<file path="config.mk">
export PLATFORM = sky130hd
export DESIGN_NAME = ssie_top
export DESIGN_NICKNAME = d
export VERILOG_FILES = /design/src/ssie_pkg.sv /design/src/ssie_top.sv
export VERILOG_INCLUDE_DIRS = /design/src /design/src/src
export SDC_FILE = /design/constraint.sdc
export NUM_CORES = 1
export LEC_CHECK = 0
export BUFFER_PORTS_ARGS = -buffer_cell sky130_fd_sc_hd__buf_4
export CAP_MARGIN = 25
export CELL_PAD_IN_SITES_DETAIL_PLACEMENT = 1
export CELL_PAD_IN_SITES_GLOBAL_PLACEMENT = 1
export CORE_ASPECT_RATIO = 1.2
export CORE_MARGIN = 2
export CORE_UTILIZATION = 53
export CTS_BUF_LIST = sky130_fd_sc_hd__clkbuf_8 sky130_fd_sc_hd__clkbuf_16
export DETAILED_ROUTE_END_ITERATION = 16
export GPL_ROUTABILITY_DRIVEN = 0
export MAX_ROUTING_LAYER = met4
export PLACE_DENSITY_LB_ADDON = 0.1
export RECOVER_POWER = 25
export SLEW_MARGIN = 40
export SYNTH_ARGS = -nofsm -noshare
export SYNTH_HDL_FRONTEND = slang
export SYNTH_SLANG_ARGS = --single-unit
</file>
<file path="constraint.sdc">
create_clock -name i_core_clk -period 4.48 [get_ports i_core_clk]
set_clock_uncertainty 0.2 [all_clocks]
set_input_delay 0 -clock i_core_clk [delete_from_list [all_inputs] [get_ports i_core_clk]]
set_output_delay 0 -clock i_core_clk [all_outputs]
set_load 0.01 [all_outputs]
</file>
<file path="src/ssie_defs.svh">
// Purpose: Constants for the safety switch input evaluator
// Assumes: 40 MHz core clock
// Notes: Window counts derived from times in milliseconds
`ifndef SSIE_DEFS_SVH
`define SSIE_DEFS_SVH
`define SSIE_CLK_HZ 40000000
`define SSIE_CONTACT_WIN_MS 3000
`define SSIE_TWO_HAND_WIN_MS 500
`define SSIE_CONTACT_WIN_CYC ((`SSIE_CLK_HZ / 1000) * `SSIE_CONTACT_WIN_MS)
`define SSIE_TWO_HAND_WIN_CYC ((`SSIE_CLK_HZ / 1000) * `SSIE_TWO_HAND_WIN_MS)
`define SSIE_CNT_W 27
// Released levels of all contact pins, in synchroniser bit order
`define SSIE_SYNC_IDLE 17'h00144
`endif

</file>
<file path="src/ssie_pkg.sv">
// Purpose: Types for the safety switch input evaluator
// Assumes: Nothing
// Notes: Monitor state shared by all timed monitors
package ssie_pkg;
  typedef enum logic [1:0] {
    SSIE_IDLE,
    SSIE_WAIT,
    SSIE_ON,
    SSIE_FAULT
  } ssie_mon_e;
endpackage : ssie_pkg

</file>
<file path="src/ssie_top.sv">
// Purpose: Evaluate safety contact groups into enable outputs
// Assumes: Contacts are asynchronous pins; one 40 MHz clock
// Notes: Each timed monitor has its own window machine and counter
// Notes on behaviour
// Dual-closed/open monitor faults on 3 s timeout
// Dual monitor window starts on any activity
// Dual target: both closed high, open low
// Triple monitor faults if others lag 3 s
// Triple enable only with all three high
// Two-hand closed/open pair syncs within 0.5 s
// Two-hand open pair syncs within 0.5 s
// No glitch check, no release window
// Open pair enables only with both high
// Both-released condition rearms the two-hand pair monitor
// Two-position selector: exactly one input high
// Three-position selector: exactly one input high
// Windows are parameterised cycle counters, reset
`timescale 1ns/1ps
`include "ssie_defs.svh"
module ssie_top
  import ssie_pkg::*;
#(
  parameter logic [`SSIE_CNT_W-1:0] CONTACT_WIN_CYC = `SSIE_CNT_W'(`SSIE_CONTACT_WIN_CYC),
  parameter logic [`SSIE_CNT_W-1:0] TWO_HAND_WIN_CYC = `SSIE_CNT_W'(`SSIE_TWO_HAND_WIN_CYC)
) (
  input wire logic i_core_clk,
  input wire logic i_resetn,
  input wire logic [2:0] i_dual_contacts,
  input wire logic [2:0] i_triple_contacts,
  input wire logic [3:0] i_two_hand_co_contacts,
  input wire logic [1:0] i_two_hand_pair_contacts,
  input wire logic [1:0] i_sel2_contacts,
  input wire logic [2:0] i_sel3_contacts,
  output logic o_dual_enable,
  output logic o_dual_fault,
  output logic o_triple_enable,
  output logic o_triple_fault,
  output logic o_triple_and_enable,
  output logic o_two_hand_co_enable,
  output logic o_two_hand_pair_enable,
  output logic [1:0] o_sel2_enable,
  output logic [2:0] o_sel3_enable
);
  localparam int NIN = 17;
  localparam int NMON = 4;
  logic [NIN-1:0] sync1_r;
  logic [NIN-1:0] sync2_r;
  // Two-stage synchronisers; reset to released levels so no false window follows reset
  always_ff @(posedge i_core_clk or negedge i_resetn) begin
    if (!i_resetn) begin
      sync1_r <= `SSIE_SYNC_IDLE;
      sync2_r <= `SSIE_SYNC_IDLE;
    end else begin
      sync1_r <= {i_sel3_contacts, i_sel2_contacts, i_two_hand_pair_contacts,
                  i_two_hand_co_contacts, i_triple_contacts, i_dual_contacts};
      sync2_r <= sync1_r;
    end
  end
  logic [2:0] dual_in;
  logic [2:0] tri_in;
  logic [3:0] thc_in;
  logic [1:0] thp_in;
  logic [1:0] s2_in;
  logic [2:0] s3_in;
  assign {s3_in, s2_in, thp_in, thc_in, tri_in, dual_in} = sync2_r;

  function automatic logic one_hot3(input logic [2:0] v, input int k);
    one_hot3 = (v == 3'(1 << k));
  endfunction : one_hot3

  // Per-monitor start, target and release conditions
  logic [NMON-1:0] win_start;
  logic [NMON-1:0] target;
  logic [NMON-1:0] released;
  logic [NMON-1:0] restart_ok;
  logic [`SSIE_CNT_W-1:0] win_len [NMON];
  assign win_start[0] = dual_in[0] | dual_in[1] | ~dual_in[2];
  assign target[0] = dual_in[0] & dual_in[1] & ~dual_in[2];
  assign released[0] = ~win_start[0];
  assign restart_ok[0] = 1'b0;
  assign win_start[1] = |tri_in;
  assign target[1] = &tri_in;
  assign released[1] = ~win_start[1];
  assign restart_ok[1] = 1'b0;
  // Two-hand closed/open: contacts 0,2 open type, 1,3 closed type
  assign win_start[2] = ~thc_in[0] | thc_in[1] | ~thc_in[2] | thc_in[3];
  assign target[2] = ~thc_in[0] & thc_in[1] & ~thc_in[2] & thc_in[3];
  assign released[2] = thc_in[0] & ~thc_in[1] & thc_in[2] & ~thc_in[3];
  assign restart_ok[2] = 1'b1;
  assign win_start[3] = |thp_in;
  assign target[3] = &thp_in;
  assign released[3] = ~thp_in[0] & ~thp_in[1];
  assign restart_ok[3] = 1'b1;
  assign win_len[0] = CONTACT_WIN_CYC;
  assign win_len[1] = CONTACT_WIN_CYC;
  assign win_len[2] = TWO_HAND_WIN_CYC;
  assign win_len[3] = TWO_HAND_WIN_CYC;

  ssie_mon_e st_r [NMON];
  logic [`SSIE_CNT_W-1:0] cnt_r [NMON];
  logic [NMON-1:0] en;
  logic [NMON-1:0] flt;

  genvar g;
  generate
    for (g = 0; g < NMON; g++) begin : g_mon
      // Window state; two-hand monitors rearm on full release only
      always_ff @(posedge i_core_clk or negedge i_resetn) begin
        if (!i_resetn) begin
          st_r[g] <= SSIE_IDLE;
        end else begin
          case (st_r[g])
            SSIE_IDLE: begin
              if (target[g]) st_r[g] <= SSIE_ON;
              else if (win_start[g]) st_r[g] <= SSIE_WAIT;
            end
            SSIE_WAIT: begin
              if (target[g]) st_r[g] <= SSIE_ON;
              else if (released[g]) st_r[g] <= SSIE_IDLE;
              else if (cnt_r[g] >= win_len[g] - 1) st_r[g] <= SSIE_FAULT;
            end
            SSIE_ON: begin
              if (released[g]) st_r[g] <= SSIE_IDLE;
              else if (!target[g]) st_r[g] <= restart_ok[g] ? SSIE_FAULT : SSIE_WAIT;
            end
            SSIE_FAULT: begin
              if (released[g]) st_r[g] <= SSIE_IDLE;
            end
            default: st_r[g] <= SSIE_IDLE;
          endcase
        end
      end
      // Window counter runs only while waiting
      always_ff @(posedge i_core_clk or negedge i_resetn) begin
        if (!i_resetn) begin
          cnt_r[g] <= '0;
        end else if (st_r[g] == SSIE_WAIT) begin
          cnt_r[g] <= cnt_r[g] + `SSIE_CNT_W'(1);
        end else begin
          cnt_r[g] <= '0;
        end
      end
      assign en[g] = (st_r[g] == SSIE_ON) & target[g];
      assign flt[g] = (st_r[g] == SSIE_FAULT);
    end
  endgenerate

  // Registered enable and fault outputs
  always_ff @(posedge i_core_clk or negedge i_resetn) begin
    if (!i_resetn) begin
      o_dual_enable <= 1'b0;
      o_dual_fault <= 1'b0;
      o_triple_enable <= 1'b0;
      o_triple_fault <= 1'b0;
      o_triple_and_enable <= 1'b0;
      o_two_hand_co_enable <= 1'b0;
      o_two_hand_pair_enable <= 1'b0;
      o_sel2_enable <= 2'h0;
      o_sel3_enable <= 3'h0;
    end else begin
      o_dual_enable <= en[0];
      o_dual_fault <= flt[0];
      o_triple_enable <= en[1];
      o_triple_fault <= flt[1];
      o_triple_and_enable <= &tri_in;
      o_two_hand_co_enable <= en[2];
      o_two_hand_pair_enable <= en[3];
      o_sel2_enable <= {~s2_in[0] & s2_in[1], s2_in[0] & ~s2_in[1]};
      o_sel3_enable <= {one_hot3(s3_in, 2), one_hot3(s3_in, 1), one_hot3(s3_in, 0)};
    end
  end
endmodule : ssie_top

</file>
==> results of run 1 <==
-- worst max-delay path: stages --
cell and delay (ns):
dlygate4sd3_1 0.52, dlygate4sd3_1 0.56, buf_6 0.16, clkbuf_1 1.42
-- metrics by stage --
stage,total power (uW),worst slack (ns),cell area (sq um)
2_1_floorplan,1810,2.40,7260
3_3_place_gp,1900,2.26,7600
3_5_place_dp,1940,2.15,7640
4_1_cts,3430,2.12,8440
5_1_grt,3520,1.32,8400
6_report,3390,1.72,8400
-- layer usage --
layer	GRT usage	wire, um	vias to the layer above
li1	-	-	2581
met3	0.0409	350	36
met5	-	0	-
met2	0.433	8980	57
met4	0.0958	426	0
met1	0.297	7060	2768
-- power breakdown --
group,leakage [uW],internal (uW),switching (uW)
Combinational,0.000994,108,208
Clock,0.000297,873,601
Sequential,0.00214,1530,70.1
Total,0.00343,2510,880
-- area by class of cell --
cell class | instances | share of cell area
sequential | 162 | 0.483
multi-input combinational | 494 | 0.357
timing repair buffer | 53 | 0.0527
clock buffer | 17 | 0.0506
tap | 168 | 0.0250
clock inverter | 15 | 0.0202
inverter | 26 | 0.0116
-- registers in the layout, indices dropped and copies added (netlist names) --
register and count:
st_r 8, sync1_r 17, o_triple_and_enable 1, o_sel2_enable 2, o_triple_fault 1, cnt_r 108, o_triple_enable 1, o_two_hand_pair_enable 1
o_dual_fault 1, o_two_hand_co_enable 1, o_dual_enable 1, o_sel3_enable 3, sync2_r 17
-- cell usage in the layout, fill, tap and decap left out, types with 4 or more instances in the layout --
master / instances
or4_1: 4
clkbuf_4: 15
buf_4: 10
xor2_1: 22
and3_1: 4
and4_1: 8
nor4_1: 26
a211oi_1: 4
o21ai_0: 29
a21oi_1: 28
nand4_1: 22
nand3_1: 32
clkbuf_1: 7
nand2_1: 45
dfstp_2: 6
xnor2_1: 55
nor3_1: 23
clkbuf_16: 17
clkinv_4: 4
dfrtp_1: 156
nor2_1: 104
dlygate4sd3_1: 19
ha_1: 7
or3_1: 24
nor4b_1: 5
inv_1: 29
-- cells by family after synthesis --
logic type / count (synthesis)
adders and majority gates: 7
and+or+nand+nor: 326
buffers and inverters: 50
AOI/OAI and AO/OA: 84
DFF: 162
xor gates and xnor gates: 77
-- worst max path at each step --
stage,start,endpoint,slack (ns),depth (start not counted)
3_3_place_gp,cnt_r[27]$_DFF_PN0_,cnt_r[53]$_DFF_PN0_,2.26,5
2_1_floorplan,cnt_r[15]$_DFF_PN0_,st_r[0]$_DFFE_PN0P_,2.40,5
3_5_place_dp,cnt_r[92]$_DFF_PN0_,cnt_r[107]$_DFF_PN0_,2.15,5
6_report,i_resetn,cnt_r[58]$_DFF_PN0_,1.72,4
4_1_cts,cnt_r[12]$_DFF_PN0_,st_r[1]$_DFFE_PN0P_,2.12,5
5_1_grt,i_resetn,cnt_r[59]$_DFF_PN0_,1.32,4
==> impl_metrics.yaml, run 1 <==
status:
  outcome: "complete, but fails checks"
  failed_checks: "max-capacitance violations, max-slew violations"
logic_synthesis:
  synth_common_cells: "dfrtp_1, nor2_1, xnor2_1, nand2_1, nand3_1"
  synth_seq_area_share: 0.560
  synthesis.area_sq_um: 7260
  synth_fa_ha_area_frac: 0.0121
  muxShareOfSynthArea: 0
  synthCells: 706
  synth_top_family_by_area: "simple AND/OR/NAND/NOR gates"
  synth-warning-count: 0
  synth.net_count: 732
  avgSynthCellArea_sq_um: 10.3
  synth_cell_types: 57
  synth_seq_cells: 162
  synth_top_area_frac: 0.538
  synth_area_leaders: "dfrtp_1, xnor2_1, nor2_1, xor2_1, nand2_1"
  synth_xor_area_frac: 0.0929
  yosys_most_used_dff: "dfrtp_1"
  yosysMostFrequentCell: "dfrtp_1"
  synth_edf_count: 0
  yosys.area.top_type: "dfrtp_1"
  synth-compound-area-share: 0.0712
  synth_simple_gate_area_frac: 0.236
  postSynth.asyncResetShare: 1.00
timing:
  period_minus_slack_ns: 2.76
  setup_viol: 0
  fmax_mhz: 363
  slew_viol_final: 37
  rsz0062_at_grt: "no"
  period_share: 0.616
  fin_tns_setup_ns: 0
  slew_headroom: -0.318
  tightest_slew_ns: 1.98
  whs_ns: 0.0374
  finalHoldViolations: 0
power_and_ir_drop:
  p_leak_uw: 0.00343
  ir_worst_vdd_mv: 0.243
  powerDensity_nw_per_um2: 404
placement:
  dp_hpwl_um: 10700
  place_inst: 883
  io_buffers: 30
die:
  core_area_sq_um: 13300
  ioPinCount: 31
  die-area_sq_um: 14700
  std_cell_rows: 46
  start_util: 0.546
  dieHeight_um: 132
  die_width_um: 111
grt:
  antenna_found_initial: 0
  grt_pass1_vias: 5814
  grtUsageTotal: 0.251
  grt_max_degree: 60
  grt_remaining_overflow: 0
  grt_pass1_wl_um: 28900
detailed_routing:
  ant_nets: 0
  vias: 5442
  wl_per_cell_um: 18.0
  drtIter0Drc: 299
  drtPass1Iterations: 4
  viasPerCell: 5.82
  drc: 0
  wl_um: 16800
layout:
  seqCellArea_sq_um: 4060
  drive_above_1_share: 0.100
  num-fill-cells: 1448
  multi_input_area_sq_um: 3000
  nNetsFinal: 780
  antenna_cells: 0
  instances_no_fill: 935
  postLayoutCoreUtil: 0.632
  area_growth_pct: 15.8
hold_path:
  holdCritPathClass: "in -> reg"
  whs_endpoint: "sync1_r[6]$_DFF_PN1_"
  hold_start: "i_two_hand_co_contacts[0]"
  min_path_cells: 2
setup_path:
  cp-start-kind: "input pin"
  rr_worst_depth: 5
  cp_max_fo: 36
  cp-end-kind: "async pin"
  reg2reg_to: "cnt_r[107]$_DFF_PN0_"
  r2r_start: "cnt_r[88]$_DFF_PN0_"
  r2r_slack_ns: 2.12
  worstPathRequired_ns: 4.42
  path_class: "in -> async"
  cp.arrival_ns: 2.70
clocking:
  clk_path_buf_depth: 2
  clockRootBuffer: "clkbuf_16"
  clk_latency_ns: 0.43
  cts.clk_slew.worst_paths_ns: 0.06
  cts.hold.buffers_added: 20
  cts_setup_buffers: 0
  htreeDepth: 4
  post_cts_resized: 0
  cts_tree: "built"
  cts_buffers: 17
  cts.sinks: 162
run:
  max-cap-violations: 1
(Power assumes the default switching activity.)
==> run 2, diff against run 1 <==
CORE_UTILIZATION = 44   (was 53)
clock period = 2.3 ns   (was 4.48 ns; I/O delays follow)
==> run 2 against run 1 <==
Against the previous run: the run now ends clean; global-route usage is 3.8 points lower; combinational power is 110% higher; non-clock buffer count is 22 higher; sequential cell count stayed put; clock power is 97% higher; utilization is 9.8 points lower; via count is 1.1% higher; first-iteration DRC count is 22% lower; die area is 20% higher; clock-buffer cell count is 1 higher; final cell count is 7.1% higher; sequential power is 94% higher.
==> impl_metrics.yaml, run 2 (same netlist as run 1, synthesis figures left out) <==
grt:
  grt_pass1_wl_um: 28500
  grt_max_degree: 54
  grt_pass1_vias: 5896
  grtUsageTotal: 0.214
  grt_remaining_overflow: 0
  antenna_found_initial: 0
hold_path:
  holdCritPathClass: "in -> reg"
die:
  ioPinCount: 31
  die-area_sq_um: 17500
  start_util: 0.448
  die_width_um: 121
  dieHeight_um: 145
  std_cell_rows: 51
  core_area_sq_um: 16200
detailed_routing:
  wl_um: 17000
  viasPerCell: 5.50
  drtPass1Iterations: 4
  vias: 5503
  ant_nets: 0
  wl_per_cell_um: 17.0
  drtIter0Drc: 234
  drc: 0
layout:
  mostFrequentLayoutCells: "dfrtp_1, nor2_1, xnor2_1"
  regMostFlops: "cnt_r"
  num-fill-cells: 1800
  nNetsFinal: 802
  biggestRegsByFlops: "cnt_r x108, sync1_r x17, sync2_r x17"
  area_growth_pct: 19.2
  largest_reg_flops: 108
  antenna_cells: 0
  final_common_cell: "dfrtp_1"
  drive_above_1_share: 0.134
power_and_ir_drop:
  p_leak_uw: 0.00354
  powerDensity_nw_per_um2: 771
  switchingPower_uw: 1710
  power.share.clock: 0.435
  ir_worst_vdd_mv: 0.567
  p_comb_frac: 0.101
  seqPwrFrac: 0.464
  swShare: 0.256
  p_int_uw: 4960
clocking:
  clockRootBuffer: "clkbuf_16"
  htreeDepth: 4
  clk_path_buf_depth: 2
  cts.sinks: 162
  cts_buffers: 17
  cts_tree: "built"
  cts.clk_slew.worst_paths_ns: 0.06
  clk_latency_ns: 0.43
timing:
  fin_tns_setup_ns: 0
  slew_viol_final: 0
  fmax_mhz: 453
  tightest_slew_ns: 0.942
  whs_ns: 0.0358
  period_minus_slack_ns: 2.21
  setup_viol: 0
  period_share: 0.959
  finalHoldViolations: 0
  slew_headroom: 0.372
placement:
  io_buffers: 30
  dp_hpwl_um: 11300
setup_path:
  cp-end-kind: "flip-flop"
  cp_slowest_cell: "a2111o_1"
  cp.arrival_ns: 2.34
  cp_num_buf_inv: 1
  worstPathRequired_ns: 2.44
  path_class: "reg -> reg"
  crit_family: "compound AO/OA/AOI/OAI gates"
  cp-start-kind: "flip-flop"
  cp_max_fo: 5
  slowest_delay_ns: 0.43
  worstPathCellList: "ha_1, nand2_1, buf_4, a211oi_1, o21bai_1, a2111o_1, a22oi_1"
status:
  outcome: "completed"
run:
  max-cap-violations: 0
[run 2: path summary, 6_finish.rpt]
path,startpoint,endpoint,slack [ns],depth (start not counted)
setup / recovery,cnt_r[54]$_DFF_PN0_,st_r[5]$_DFFE_PN0P_,0.09,7
hold / removal,i_dual_contacts[0],sync1_r[0]$_DFF_PN0_,0.04,2
setup reg to reg,cnt_r[54]$_DFF_PN0_,st_r[5]$_DFFE_PN0P_,0.09,7
hold reg to reg,sync1_r[9]$_DFF_PN0_,sync2_r[9]$_DFF_PN0_,0.15,0
max in group asynchronous,i_resetn,cnt_r[61]$_DFF_PN0_,0.39,4
min in group asynchronous,i_resetn,cnt_r[9]$_DFF_PN0_,0.62,4
[run 2: worst reg2reg max path, stage by stage, from the launching register on]
cell	delay [ns]
dfrtp_1	0.38
ha_1	0.22
nand2_1	0.11
buf_4	0.17
a211oi_1	0.30
o21bai_1	0.13
a2111o_1	0.43
a22oi_1	0.18
[run 2: area by class of cell]
cell class                 instances  area, sq um  area share
multi-input combinational        494         3030       0.350
sequential                       162         4060       0.469
tap                              212          265      0.0307
clock buffer                      18          439      0.0508
clock inverter                    14          166      0.0192
timing repair buffer              75          596      0.0688
inverter                          26         97.6      0.0113
[run 2: metal layers]
| metal | vias to the layer above | routed length [um] | track usage |
|---|---|---|---|
| met5 | - | 0 | - |
| met4 | 0 | 415 | 0.0768 |
| met3 | 29 | 417 | 0.0431 |
| met2 | 74 | 9080 | 0.376 |
| met1 | 2787 | 7090 | 0.243 |
| li1 | 2613 | - | - |
[run 2: power groups by stage]
stage | Clock [uW] | Sequential [uW] | Combinational, uW
CTS | 2980 | 3100 | 710
global placement | 0 | 3140 | 640
floorplan | 0 | 3130 | 408
finish | 2900 | 3100 | 671
global route | 3090 | 3120 | 769
detailed placement | 0 | 3150 | 667
[run 2: stage by stage]
stage	total power (uW)	utilization	std cells	setup WS [ns]	cell area (sq um)
6_report	6670	0.534	1001	0.0941	8650
5_1_grt	6980	0.534	1001	-0.00553	8650
4_1_cts	6790	0.534	1000	0.0247	8660
3_5_place_dp	3810	0.483	948	0.0484	7840
3_3_place_gp	3780	0.483	948	0.134	7840
2_1_floorplan	3530	-	706	0.224	7260
[run 2: timing repair]
action | 4_1_cts | 5_1_grt
endpoints found under the hold margin | 173 | 0
hold buffers | 20 | 0
pin swaps | 0 | 1
setup endpoints to repair | 1 | 8
gates resized for setup | 1 | 7
buffers inserted | 0 | 1
